[config.mk]
export PLATFORM = sky130hd
export DESIGN_NAME = serial_message_framer
export DESIGN_NICKNAME = d
export VERILOG_FILES = /design/src/core/serial_message_framer_pkg.sv /design/src/core/serial_message_framer.sv
export SDC_FILE = /design/constraint.sdc
export NUM_CORES = 1
export LEC_CHECK = 0
export ABC_CLOCK_PERIOD_IN_PS = 2900
export BUFFER_PORTS_ARGS = -buffer_cell sky130_fd_sc_hd__buf_2
export CAP_MARGIN = 10
export CORE_AREA = 2 2 127 178
export CTS_BUF_LIST = sky130_fd_sc_hd__clkbuf_8 sky130_fd_sc_hd__clkbuf_16
export DETAILED_ROUTE_END_ITERATION = 10
export DIE_AREA = 0 0 129 180
export PLACE_DENSITY_LB_ADDON = 0.08
export REMOVE_ABC_BUFFERS = 1
export SYNTH_ARGS = -nofsm -noshare
export SYNTH_HDL_FRONTEND = slang
export SYNTH_SLANG_ARGS = --single-unit
[constraint.sdc]
create_clock -name sys_clk -period 2.9 [get_ports sys_clk]
set_input_delay 0.145 -clock sys_clk [delete_from_list [all_inputs] [get_ports sys_clk]]
set_output_delay 0.145 -clock sys_clk [all_outputs]
set_load 0.02 [all_outputs]
[src/core/serial_message_framer_pkg.sv]
// shared constants, types and crc step for the serial message framer
package serial_message_framer_pkg;

  localparam logic [7:0] SOF_BYTE = 8'h26;
  localparam logic [7:0] EOF_BYTE = 8'h25;
  localparam logic [15:0] CRC_POLY = 16'h1021;
  localparam logic [15:0] CRC_INIT = 16'hFFFF;
  localparam logic [15:0] CRC_RESIDUE = 16'h0000;
  // frame size without payload: start, len, seq, cmd, cseq, code, crc, end
  localparam logic [7:0] FRAME_OVERHEAD = 8'h0C;
  localparam logic [7:0] ACK_EXTRA = 8'h01;
  localparam logic [7:0] TAIL_BYTES = 8'h03;
  // request: 10 bytes bare, 65 payload bytes at most
  localparam logic [15:0] MIN_RX_LEN = 16'h000A;
  localparam logic [15:0] MAX_RX_LEN = 16'h004B;

  typedef enum logic [1:0] {K_RESPONSE, K_ASYNC, K_FLOW, K_STATUS} tx_kind_t;

  typedef struct packed {
    tx_kind_t kind;
    logic [15:0] cmd;
    logic [7:0] command_sequence_byte;
    logic [15:0] code;
    logic [5:0] data_len;
  } tx_req_t;

  typedef struct packed {
    logic [15:0] len;
    logic [7:0] message_sequence_byte;
    logic [15:0] cmd;
    logic [7:0] command_sequence_byte;
  } rx_hdr_t;

  // one byte through the ccitt crc, msb first
  function automatic logic [15:0] crc_step(input logic [15:0] crc, input logic [7:0] data);
    logic [15:0] c;
    c = crc ^ {data, 8'h00};
    for (int i = 0; i < 8; i++)
    begin
      c = c[15] ? ((c << 1) ^ CRC_POLY) : (c << 1);
    end
    return c;
  endfunction

endpackage

[src/core/serial_message_framer.sv]
// serial message framer: parses host frames, builds device frames
// What this block does
// - every frame starts with ampersand byte
// - every frame ends with percent byte
// - length word counts whole message bytes
// - ccitt frame_check_word, poly 1021, init FFFF
// - crc skips delimiters, sits before end
// - acknowledge frame field order fixed
// - device acknowledges host command requests; a newer one overwrites an ack still pending
// - ack sequence equals acknowledged frame sequence
// - command response follows fixed field order
// - device payloads hold zero to 63 bytes
// - async responses share response layout
// - flow control frames carry no payload
// - status frames use response layout
// - codes are words, sequences are bytes
`timescale 1ns/1ps
`default_nettype none
module serial_message_framer
  import serial_message_framer_pkg::*;
(
  input wire logic sys_clk,
  input wire logic rst,
  input wire logic ce,
  input wire logic [7:0] rx_byte,
  input wire logic rx_valid,
  input wire logic [15:0] ack_code,
  input wire logic [15:0] host_reply_cmd,
  input wire logic [15:0] host_flow_cmd,
  output rx_hdr_t rx_hdr,
  output logic [7:0] rx_body_byte,
  output logic rx_body_valid,
  output logic rx_done,
  output logic rx_good,
  input wire logic tx_start,
  input wire tx_req_t tx_req,
  input wire logic [7:0] tx_data,
  input wire logic tx_data_valid,
  output logic tx_data_take,
  output logic tx_busy,
  output logic [7:0] line_byte,
  output logic line_valid,
  input wire logic line_ready
);

  typedef enum {R_HUNT, R_LEN, R_SEQ, R_CMD, R_CSEQ, R_BODY, R_CRC, R_EOM} rx_state_t;
  typedef enum {T_IDLE, T_SOM, T_LEN, T_SEQ, T_CMD, T_CSEQ, T_CODE, T_ACKSEQ, T_DATA,
    T_CRC, T_EOM} tx_state_t;

  rx_state_t rx_st_ff, nxt_rx_st;
  logic rx_hi_ff, nxt_rx_hi;
  logic [7:0] rx_cnt_ff, nxt_rx_cnt;
  logic [15:0] rx_crc_ff, nxt_rx_crc;
  rx_hdr_t rx_hdr_ff, nxt_rx_hdr;
  logic [7:0] rx_body_byte_ff, nxt_rx_body_byte;
  logic rx_body_valid_ff, nxt_rx_body_valid;
  logic rx_done_ff, nxt_rx_done;
  logic rx_good_ff, nxt_rx_good;
  logic ack_pend_ff, nxt_ack_pend;
  rx_hdr_t ack_hdr_ff, nxt_ack_hdr;

  tx_state_t tx_st_ff, nxt_tx_st;
  tx_req_t cur_ff, nxt_cur;
  logic is_ack_ff, nxt_is_ack;
  logic [7:0] ack_seq_ff, nxt_ack_seq;
  logic tx_hi_ff, nxt_tx_hi;
  logic [5:0] tx_cnt_ff, nxt_tx_cnt;
  logic [15:0] tx_crc_ff, nxt_tx_crc;
  logic [7:0] tx_seq_ff, nxt_tx_seq;
  logic [7:0] line_byte_ff, nxt_line_byte;
  logic line_valid_ff, nxt_line_valid;
  logic tx_take_ff, nxt_tx_take;
  logic tx_busy_ff, nxt_tx_busy;

  logic ack_sent;
  logic [7:0] rx_cnt_inc;
  logic [7:0] body_end;
  logic [15:0] frame_len;
  logic [15:0] tx_word;
  logic advance;
  logic emit;
  logic crc_on;

  assign rx_cnt_inc = rx_cnt_ff + 8'h01;
  assign body_end = rx_hdr_ff.len[7:0] - TAIL_BYTES;
  assign advance = !line_valid_ff || line_ready;

  // receive side
  always_comb
  begin
    nxt_rx_st = rx_st_ff;
    nxt_rx_hi = rx_hi_ff;
    nxt_rx_cnt = rx_cnt_ff;
    nxt_rx_crc = rx_crc_ff;
    nxt_rx_hdr = rx_hdr_ff;
    nxt_rx_body_byte = rx_body_byte_ff;
    nxt_rx_body_valid = 1'b0;
    nxt_rx_done = 1'b0;
    nxt_rx_good = rx_good_ff;
    nxt_ack_pend = ack_pend_ff;
    nxt_ack_hdr = ack_hdr_ff;
    if (ack_sent)
    begin
      nxt_ack_pend = 1'b0;
    end
    if (rx_valid)
    begin
      nxt_rx_cnt = rx_cnt_inc;
      if (rx_st_ff != R_HUNT && rx_st_ff != R_EOM)
      begin
        nxt_rx_crc = crc_step(rx_crc_ff, rx_byte);
      end
      unique case (rx_st_ff)
        R_HUNT:
          if (rx_byte == SOF_BYTE)
          begin
            nxt_rx_st = R_LEN;
            nxt_rx_hi = 1'b1;
            nxt_rx_cnt = 8'h01;
            nxt_rx_crc = CRC_INIT;
          end
        R_LEN:
          if (rx_hi_ff)
          begin
            nxt_rx_hdr.len[15:8] = rx_byte;
            nxt_rx_hi = 1'b0;
          end
          else
          begin
            nxt_rx_hdr.len[7:0] = rx_byte;
            nxt_rx_hi = 1'b1;
            // length outside a request's range cannot frame properly
            if ({rx_hdr_ff.len[15:8], rx_byte} >= MIN_RX_LEN &&
                {rx_hdr_ff.len[15:8], rx_byte} <= MAX_RX_LEN)
            begin
              nxt_rx_st = R_SEQ;
            end
            else
            begin
              nxt_rx_st = R_HUNT;
              nxt_rx_done = 1'b1;
              nxt_rx_good = 1'b0;
            end
          end
        R_SEQ:
        begin
          nxt_rx_hdr.message_sequence_byte = rx_byte;
          nxt_rx_st = R_CMD;
        end
        R_CMD:
          if (rx_hi_ff)
          begin
            nxt_rx_hdr.cmd[15:8] = rx_byte;
            nxt_rx_hi = 1'b0;
          end
          else
          begin
            nxt_rx_hdr.cmd[7:0] = rx_byte;
            nxt_rx_st = R_CSEQ;
          end
        R_CSEQ:
        begin
          nxt_rx_hdr.command_sequence_byte = rx_byte;
          nxt_rx_hi = 1'b1;
          nxt_rx_st = (rx_cnt_inc == body_end) ? R_CRC : R_BODY;
        end
        R_BODY:
        begin
          nxt_rx_body_byte = rx_byte;
          nxt_rx_body_valid = 1'b1;
          if (rx_cnt_inc == body_end)
          begin
            nxt_rx_st = R_CRC;
          end
        end
        R_CRC:
          if (rx_hi_ff)
          begin
            nxt_rx_hi = 1'b0;
          end
          else
          begin
            nxt_rx_st = R_EOM;
          end
        R_EOM:
        begin
          nxt_rx_st = R_HUNT;
          nxt_rx_done = 1'b1;
          // a wrong byte count lands a non-end byte here
          nxt_rx_good = (rx_byte == EOF_BYTE) && (rx_crc_ff == CRC_RESIDUE);
          if (rx_byte == EOF_BYTE && rx_crc_ff == CRC_RESIDUE &&
              rx_hdr_ff.cmd != host_reply_cmd && rx_hdr_ff.cmd != host_flow_cmd)
          begin
            nxt_ack_pend = 1'b1;
            nxt_ack_hdr = rx_hdr_ff;
          end
        end
      endcase
    end
  end

  always_ff @(posedge sys_clk)
  begin
    if (rst)
    begin
      rx_st_ff <= R_HUNT;
      rx_hi_ff <= 1'b0;
      rx_cnt_ff <= 8'h00;
      rx_crc_ff <= CRC_INIT;
      rx_hdr_ff <= '0;
      rx_body_byte_ff <= 8'h00;
      rx_body_valid_ff <= 1'b0;
      rx_done_ff <= 1'b0;
      rx_good_ff <= 1'b0;
      ack_pend_ff <= 1'b0;
      ack_hdr_ff <= '0;
    end
    else if (ce)
    begin
      rx_st_ff <= nxt_rx_st;
      rx_hi_ff <= nxt_rx_hi;
      rx_cnt_ff <= nxt_rx_cnt;
      rx_crc_ff <= nxt_rx_crc;
      rx_hdr_ff <= nxt_rx_hdr;
      rx_body_byte_ff <= nxt_rx_body_byte;
      rx_body_valid_ff <= nxt_rx_body_valid;
      rx_done_ff <= nxt_rx_done;
      rx_good_ff <= nxt_rx_good;
      ack_pend_ff <= nxt_ack_pend;
      ack_hdr_ff <= nxt_ack_hdr;
    end
  end

  // transmit side
  always_comb
  begin
    nxt_tx_st = tx_st_ff;
    nxt_cur = cur_ff;
    nxt_is_ack = is_ack_ff;
    nxt_ack_seq = ack_seq_ff;
    nxt_tx_hi = tx_hi_ff;
    nxt_tx_cnt = tx_cnt_ff;
    nxt_tx_crc = tx_crc_ff;
    nxt_tx_seq = tx_seq_ff;
    nxt_line_byte = line_byte_ff;
    nxt_line_valid = line_valid_ff;
    nxt_tx_take = 1'b0;
    ack_sent = 1'b0;
    emit = 1'b0;
    crc_on = 1'b1;
    frame_len = {8'h00, FRAME_OVERHEAD + (is_ack_ff ? ACK_EXTRA : {2'b00, cur_ff.data_len})};
    tx_word = 16'h0000;
    unique case (tx_st_ff)
      T_LEN: tx_word = frame_len;
      T_CMD: tx_word = cur_ff.cmd;
      T_CODE: tx_word = cur_ff.code;
      T_CRC: tx_word = tx_crc_ff;
      default: tx_word = 16'h0000;
    endcase
    if (advance)
    begin
      nxt_line_valid = 1'b0;
      unique case (tx_st_ff)
        T_IDLE:
          if (ack_pend_ff)
          begin
            nxt_cur = '{K_FLOW, ack_hdr_ff.cmd, ack_hdr_ff.command_sequence_byte, ack_code, 6'h00};
            nxt_ack_seq = ack_hdr_ff.message_sequence_byte;
            nxt_is_ack = 1'b1;
            ack_sent = 1'b1;
            nxt_tx_st = T_SOM;
          end
          else if (tx_start)
          begin
            nxt_cur = tx_req;
            if (tx_req.kind == K_FLOW)
            begin
              nxt_cur.data_len = 6'h00;
            end
            nxt_is_ack = 1'b0;
            nxt_tx_st = T_SOM;
          end
        T_SOM:
        begin
          emit = 1'b1;
          crc_on = 1'b0;
          nxt_line_byte = SOF_BYTE;
          nxt_tx_crc = CRC_INIT;
          nxt_tx_hi = 1'b1;
          nxt_tx_st = T_LEN;
        end
        T_LEN, T_CMD, T_CODE, T_CRC:
        begin
          emit = 1'b1;
          crc_on = (tx_st_ff != T_CRC);
          nxt_line_byte = tx_hi_ff ? tx_word[15:8] : tx_word[7:0];
          nxt_tx_hi = !tx_hi_ff;
          if (!tx_hi_ff)
          begin
            unique case (tx_st_ff)
              T_LEN: nxt_tx_st = T_SEQ;
              T_CMD: nxt_tx_st = T_CSEQ;
              T_CODE: nxt_tx_st = is_ack_ff ? T_ACKSEQ : ((cur_ff.data_len == 6'h00) ? T_CRC : T_DATA);
              default: nxt_tx_st = T_EOM;
            endcase
          end
        end
        T_SEQ:
        begin
          emit = 1'b1;
          nxt_line_byte = tx_seq_ff;
          nxt_tx_st = T_CMD;
        end
        T_CSEQ:
        begin
          emit = 1'b1;
          nxt_line_byte = cur_ff.command_sequence_byte;
          nxt_tx_cnt = 6'h00;
          nxt_tx_st = T_CODE;
        end
        T_ACKSEQ:
        begin
          emit = 1'b1;
          nxt_line_byte = ack_seq_ff;
          nxt_tx_st = T_CRC;
        end
        T_DATA:
          // one byte per take pulse, so the source sees each take before the next
          if (tx_data_valid && !tx_take_ff)
          begin
            emit = 1'b1;
            nxt_line_byte = tx_data;
            nxt_tx_take = 1'b1;
            nxt_tx_cnt = tx_cnt_ff + 6'h01;
            if (tx_cnt_ff + 6'h01 == cur_ff.data_len)
            begin
              nxt_tx_st = T_CRC;
            end
          end
        T_EOM:
        begin
          emit = 1'b1;
          crc_on = 1'b0;
          nxt_line_byte = EOF_BYTE;
          nxt_tx_seq = tx_seq_ff + 8'h01;
          nxt_tx_st = T_IDLE;
        end
      endcase
      if (emit)
      begin
        nxt_line_valid = 1'b1;
        if (crc_on)
        begin
          nxt_tx_crc = crc_step(tx_crc_ff, nxt_line_byte);
        end
      end
    end
    nxt_tx_busy = (nxt_tx_st != T_IDLE);
  end

  always_ff @(posedge sys_clk)
  begin
    if (rst)
    begin
      tx_st_ff <= T_IDLE;
      cur_ff <= '0;
      is_ack_ff <= 1'b0;
      ack_seq_ff <= 8'h00;
      tx_hi_ff <= 1'b0;
      tx_cnt_ff <= 6'h00;
      tx_crc_ff <= CRC_INIT;
      tx_seq_ff <= 8'h00;
      line_byte_ff <= 8'h00;
      line_valid_ff <= 1'b0;
      tx_take_ff <= 1'b0;
      tx_busy_ff <= 1'b0;
    end
    else if (ce)
    begin
      tx_st_ff <= nxt_tx_st;
      cur_ff <= nxt_cur;
      is_ack_ff <= nxt_is_ack;
      ack_seq_ff <= nxt_ack_seq;
      tx_hi_ff <= nxt_tx_hi;
      tx_cnt_ff <= nxt_tx_cnt;
      tx_crc_ff <= nxt_tx_crc;
      tx_seq_ff <= nxt_tx_seq;
      line_byte_ff <= nxt_line_byte;
      line_valid_ff <= nxt_line_valid;
      tx_take_ff <= nxt_tx_take;
      tx_busy_ff <= nxt_tx_busy;
    end
  end

  assign rx_hdr = rx_hdr_ff;
  assign rx_body_byte = rx_body_byte_ff;
  assign rx_body_valid = rx_body_valid_ff;
  assign rx_done = rx_done_ff;
  assign rx_good = rx_good_ff;
  assign tx_data_take = tx_take_ff;
  assign tx_busy = tx_busy_ff;
  assign line_byte = line_byte_ff;
  assign line_valid = line_valid_ff;

endmodule
`default_nettype wire

After elaboration in Yosys (flattened, before gate mapping). Cells that the tools add are included.

Register bits after elaboration: 278. Bits of input ports: 119. Output and inout port bits: 70. Logic and storage cells: 218.

$add $sub $neg: 5. $lt $le $gt $ge: 2. Eq/ne operators: 33. Mux-type cells: 83. Bitwise gates (word level): 19. Reduce and logical (&&, ||, !) cells: 43.

Operators with widths (number): 32-bit one-hot mux with 8 select lines (2); 32-bit 2-to-1 mux (11); 32-bit by 3-bit == test with 1-bit output, second input constant (8); 13-bit 2-to-1 mux (16); 32-bit by 2-bit == test with 1-bit output, second input constant (4); 32-bit by 4-bit == test with 1-bit output, second input constant (3); 16-bit 2-to-1 mux (6); 46-bit 2-to-1 mux (2); 32-bit by 1-bit == test with 1-bit output, second input constant (2); 32-bit logical NOT (2); 16-bit one-hot mux with 4 select lines (1); 32-bit nonzero test (2); 8-bit one-hot mux with 7 select lines (1); 3-bit inverter (16); 8-bit 2-to-1 mux (5); 4-bit AND reduction (9); 16-bit inequality test (2); 32-bit by 4-bit inequality test with 1-bit output, second input constant (1); 32-bit by 5-bit inequality test with 1-bit output, second input constant (1); 16-bit XOR (2); 1-bit 2-to-1 mux (25); 6-bit 2-to-1 mux (3); 8-bit by 1-bit adder with 8-bit output, second input constant (2); 8-bit by 6-bit == test with 1-bit output, second input constant (2); 30 further kinds (57).

Depth between registers and ports, before layout.
Depth after elaboration: 25. Gate-level depth with buffers: 11. Depth with buffers taken out: 9.

Worst setup path before layout. OpenSTA, ideal clock, no wires.

Path kind: register to register. Start point: reg tx_take_ff (netlist: tx_data_take). End point: reg tx_crc_ff[12]. Setup time: 0.062 ns. Arrival: 2.411 ns. Required time: 2.838 ns. Slack: 0.427 ns. Stages on the path, launching flop included: 9. Path buffers: 0. Clock period less this slack: 2.473 ns. Cell sequence: dfxtp_1 nand2b_1 a221oi_4 nand3_4 a222oi_1 xnor2_1 xnor3_2 a211o_1 nand3_1.

Cells in the longest elaborated chain, start to end: 17. Elaborated cells on any way between the ends: 21.

Ends and longest elaborated chain: start: declaration (RTL line serial_message_framer.sv:72) `logic tx_take_ff, nxt_tx_take;`; start signal: assignment (RTL line serial_message_framer.sv:390) `tx_take_ff <= nxt_tx_take;`; 1-bit logical NOT (*) (RTL line serial_message_framer.sv:329) `if (tx_data_valid && !tx_take_ff)`; 1-bit logical AND (*) (RTL line serial_message_framer.sv:329); 8-bit 2-to-1 mux (RTL line serial_message_framer.sv:329); 8-bit one-hot mux with 7 select lines (RTL line serial_message_framer.sv:263) `unique case (tx_st_ff)`; 8-bit 2-to-1 mux (RTL line serial_message_framer.sv:260) `if (advance)`; 16-bit XOR (RTL line serial_message_framer_pkg.sv:37) `c = crc ^ {data, 8'h00};`; 13-bit 2-to-1 mux (7 in a row) (RTL line serial_message_framer_pkg.sv:40) `c = c[15] ? ((c << 1) ^ CRC_POLY) : (c << 1);`; 3-bit inverter (no line); 13-bit 2-to-1 mux (RTL line serial_message_framer_pkg.sv:40); 16-bit 2-to-1 mux (RTL line serial_message_framer.sv:352) `if (crc_on)`; 16-bit 2-to-1 mux (*) (RTL line serial_message_framer.sv:349) `if (emit)`; end signal: assignment (RTL line serial_message_framer.sv:386) `tx_crc_ff <= nxt_tx_crc;`; end: declaration (RTL line serial_message_framer.sv:68) `logic [15:0] tx_crc_ff, nxt_tx_crc;`.

Every way passes the cells marked *; elsewhere a longest branch is shown, timed or not. The select of a mux whose other input is x is not followed. A chain may end at the register's enable or synchronous reset.

Final worst setup path.
Start point: reg tx_st_ff[2]. End point: reg tx_crc_ff[14].

Cells in the longest elaborated chain, start to end: 12. Elaborated cells on any way between the ends: 30.

Ends and longest elaborated chain: start: declaration (RTL line serial_message_framer.sv:62) `tx_state_t tx_st_ff, nxt_tx_st;`; start signal: assignment (RTL line serial_message_framer.sv:380) `tx_st_ff <= nxt_tx_st;`; 32-bit by 4-bit == test with 1-bit output, or another cell as far along (RTL line serial_message_framer.sv:253, serial_message_framer.sv:263); 16-bit one-hot mux with 4 select lines (RTL line serial_message_framer.sv:253) `unique case (tx_st_ff)`; 8-bit 2-to-1 mux (RTL line serial_message_framer.sv:296) `nxt_line_byte = tx_hi_ff ? tx_word[15:8] : tx_word[7:0];`; 8-bit one-hot mux with 7 select lines (RTL line serial_message_framer.sv:263); 8-bit 2-to-1 mux (RTL line serial_message_framer.sv:260); 16-bit XOR (RTL line serial_message_framer_pkg.sv:37); 13-bit 2-to-1 mux (RTL line serial_message_framer_pkg.sv:40); 3-bit inverter (no line); 13-bit 2-to-1 mux (2 in a row) (RTL line serial_message_framer_pkg.sv:40); 16-bit 2-to-1 mux (RTL line serial_message_framer.sv:352); 16-bit 2-to-1 mux (*) (RTL line serial_message_framer.sv:349).

Marks and branches as above.

==> results.cfg <==
[run_status]
status = completed

[worst_setup_path]
critPathKind = flop to flop
path_max_fanout = 12
cp_num_buf_inv = 2
crit_path_top_delay_cell = xnor3_1
start_kind = flop
reg2reg_from = tx_st_ff[2]$_SDFFE_PP0P_
startpoint = tx_st_ff[2]$_SDFFE_PP0P_
critPathArrivalTime_ns = 3.15
worstPathRequired_ns = 3.31
worstSetupEndpointType = flop
max_stage_delay_ns = 0.52
path_cells = nor4b_2, buf_4, a211oi_1, a2bb2oi_2, o221ai_1, buf_4, a22oi_1, xnor3_1, xnor2_1, a21oi_1
r2r_setup_slack_ns = 0.16
timing.critical_path.mode_cell = buf_4
cp_top_family = compound AO/OA/AOI/OAI gates

[cts]
htreeDepth = 1
postCtsSetupRepairBufs = 0
clkTransAtPathRegs_ns = 0.06
cts_buffer_depth = 3
insertion_delay_ns = 0.53
clk_root_buffer_cell = clkbuf_16
cts_inserted_buffers = 25
cts_tree = done
cts.sinks = 249

[global_routing]
antenna_found_initial = 0
grt_max_degree = 100
grt_usage = 0.310
grt_overflow = 0
grt_pass1_wl_um = 57500
grt_pass1_vias = 10700

[sta]
finalClockSkew_ns = 0.0121
finalCritPeriodShare = 0.946
rsz0062_at_grt = no
max_freq_mhz = 365
hold_viol = 0
setup_slack_ns = 0.157
maxSlewViolCount = 0
relSlewSlack = 0.470
setup_viol = 0
period_needed_ns = 2.74
worst_pin_slew_ns = 0.794
hold_ws_ns = 0.00487

[synthesis]
ys_seq_elements = 249
synth_edf_count = 0
async_reset_ff_frac = 0
avgSynthCellArea_um2 = 8.97
ys.flop_type = dfxtp_1
synth_cell_types = 79
mappedNetlistArea_mm2 = 0.0122
synth_cells = 1357
ys_seq_area_frac = 0.409
yosysWarnings = 0

[floorplanning]
fp.dieH_um = 180
die_w_um = 129
num_io_pins = 189
die-area_mm2 = 0.0232
coreArea_mm2 = 0.0217
num_rows = 64
start_util = 0.561

[power_and_ir_drop]
leakagePower_uw = 0.00657
peakVddDrop_uv = 442
power_frac_seq = 0.433
p_switching_uw = 2290
p_total_uw = 8480
power_density_mw_per_mm2 = 560
intPower_uw = 6190
switching_share = 0.270
clkPwrFrac = 0.395
power_frac_comb = 0.173

[layout]
n_antenna_cell = 0
seq_area_mm2 = 0.00499
drive_gt1_frac = 0.212
area_growth_pct = 24.4
nets = 1730
nFillCells = 1771
multiInputGateArea_mm2 = 0.00674

[detailed_routing]
route.antenna.remaining_nets = 0
wirelength_um = 36600
wl_per_cell_um = 19.0
vias = 10900
drt-pass1-iter-count = 5
drt_iter0_drc = 695
vias_per_cell = 5.68
drc_errors = 0

[placement]
dp_slack_ns = 0.0344
portBuffers = 188
gp_congestion = 0.965
dp_hpwl_um = 26700

[flow_run]
drv_cap = 0

[min_path]
hp-start = tx_req[21]
hold_path.class = primary input to flop
## cells in the final DEF (no fill, tap or decap), drive strengths merged, types with 9 or more instances in the layout
master	synthesis	layout
a211oi	46	46
a21oi	75	75
a22oi	14	14
and2	29	29
buf	33	270
clkbuf	59	29
dfxtp	249	249
dlygate4sd3	0	45
inv	16	23
mux2i	148	148
nand2	92	92
nand2b	14	14
nand3	33	33
nand3b	9	9
nand4	12	12
nor2	204	204
nor3	19	19
nor4	27	27
o211ai	15	15
o21ai	24	24
o22ai	12	12
xnor2	56	56
xor2	53	53
## power by group through the flow
stage	clock, uW	sequential (uW)	combinational (uW)
after floorplan	0	3730	789
after global placement	0	3740	1380
after detailed placement	0	3740	1390
after CTS	3400	3670	1440
after global routing	3530	3680	1580
final	3340	3670	1460
## kinds of logic after synthesis
| logic type | share of synthesized area |
|---|---|
| compound gates | 0.135 |
| xor+xnor | 0.0904 |
| fa+ha+maj | 0.00411 |
| mux | 0.129 |
| simple gates | 0.192 |
| flops | 0.409 |
| buf+inv | 0.0397 |
## stage by stage
stage	instance area, um2	util	std cells	setup TNS [ns]
2_1_floorplan	11800	-	1265	-105.65
4_1_cts	15100	0.697	1922	0
5_1_grt	15100	0.698	1922	0
6_report	15100	0.698	1922	0
3_5_place_dp	13800	0.637	1832	0
3_3_place_gp	13800	0.637	1832	0
## layer usage
| metal | vias up | routed length (um) | GRT usage |
|---|---|---|---|
| met5 | - | 0 | 0 |
| met4 | 0 | 1950 | 0.155 |
| li1 | 5305 | - | - |
| met1 | 5155 | 14100 | 0.357 |
| met2 | 350 | 18700 | 0.553 |
| met3 | 102 | 1790 | 0.0443 |
## synthesized netlist by cell type (all sizes together), types with 14 or more instances
library cell / number / share of area
nand2: 92 / 0.028
nor2: 204 / 0.064
mux2i: 148 / 0.12
xnor2: 56 / 0.041
o211ai: 15 / 0.0092
buf: 33 / 0.016
o21ai: 24 / 0.0099
nand2b: 14 / 0.0072
and2: 29 / 0.015
a21oi: 75 / 0.032
a211oi: 46 / 0.028
nor4: 27 / 0.015
clkbuf: 59 / 0.018
a22oi: 14 / 0.0086
xor2: 53 / 0.038
inv: 16 / 0.0049
nor3: 19 / 0.0082
nand3: 33 / 0.015
dfxtp: 249 / 0.41
## cell type report
cell class	instances	share of cell area
multi-input cells	1000	0.445
flip-flops and latches	249	0.329
repair buffers	315	0.141
clock buffers	29	0.0449
well taps	297	0.0245
clock inverters	16	0.0112
inverters	16	0.00397
## path summary, 6_finish.rpt
kind	endpoint	cells after the start
max	tx_crc_ff[14]$_SDFFE_PP1P_	10
min	cur_ff[21]$_SDFFE_PP0P_	3
max reg2reg	tx_crc_ff[14]$_SDFFE_PP1P_	10
min reg2reg	tx_st_ff[6]$_SDFFE_PP0P_	1
## flip-flops by register name (all words and copies together) (netlist names)
name and count:
rx_body_byte 8, tx_busy 1, ack_seq_ff 8, tx_crc_ff 16
rx_crc_ff 16, rx_good 1, tx_cnt_ff 6, rx_done 1
rx_cnt_ff 8, tx_hi_ff 1, cur_ff 46, rx_body_valid 1
is_ack_ff 1, rx_st_ff 3, tx_data_take 1, rx_hdr 48
line_byte 8, ack_pend_ff 1, tx_seq_ff 8, rx_hi_ff 1
tx_st_ff 32, ack_hdr_ff 32, line_valid 1
## worst reg2reg max path, cell delays in order, from the launching register on
cell and delay (ns):
dfxtp_1 0.37, nor4b_2 0.18, buf_4 0.18, a211oi_1 0.32, a2bb2oi_2 0.24, o221ai_1 0.16, buf_4 0.17, a22oi_1 0.22
xnor3_1 0.52, xnor2_1 0.18, a21oi_1 0.08
## what timing repair did
action	in CTS	in global routing
hold buffers	45	0
gates resized for setup	0	6
endpoints found under the setup margin	0	10
endpoints found under the hold margin	38	0
No activity file was read; power rests on OpenSTA's default activity.
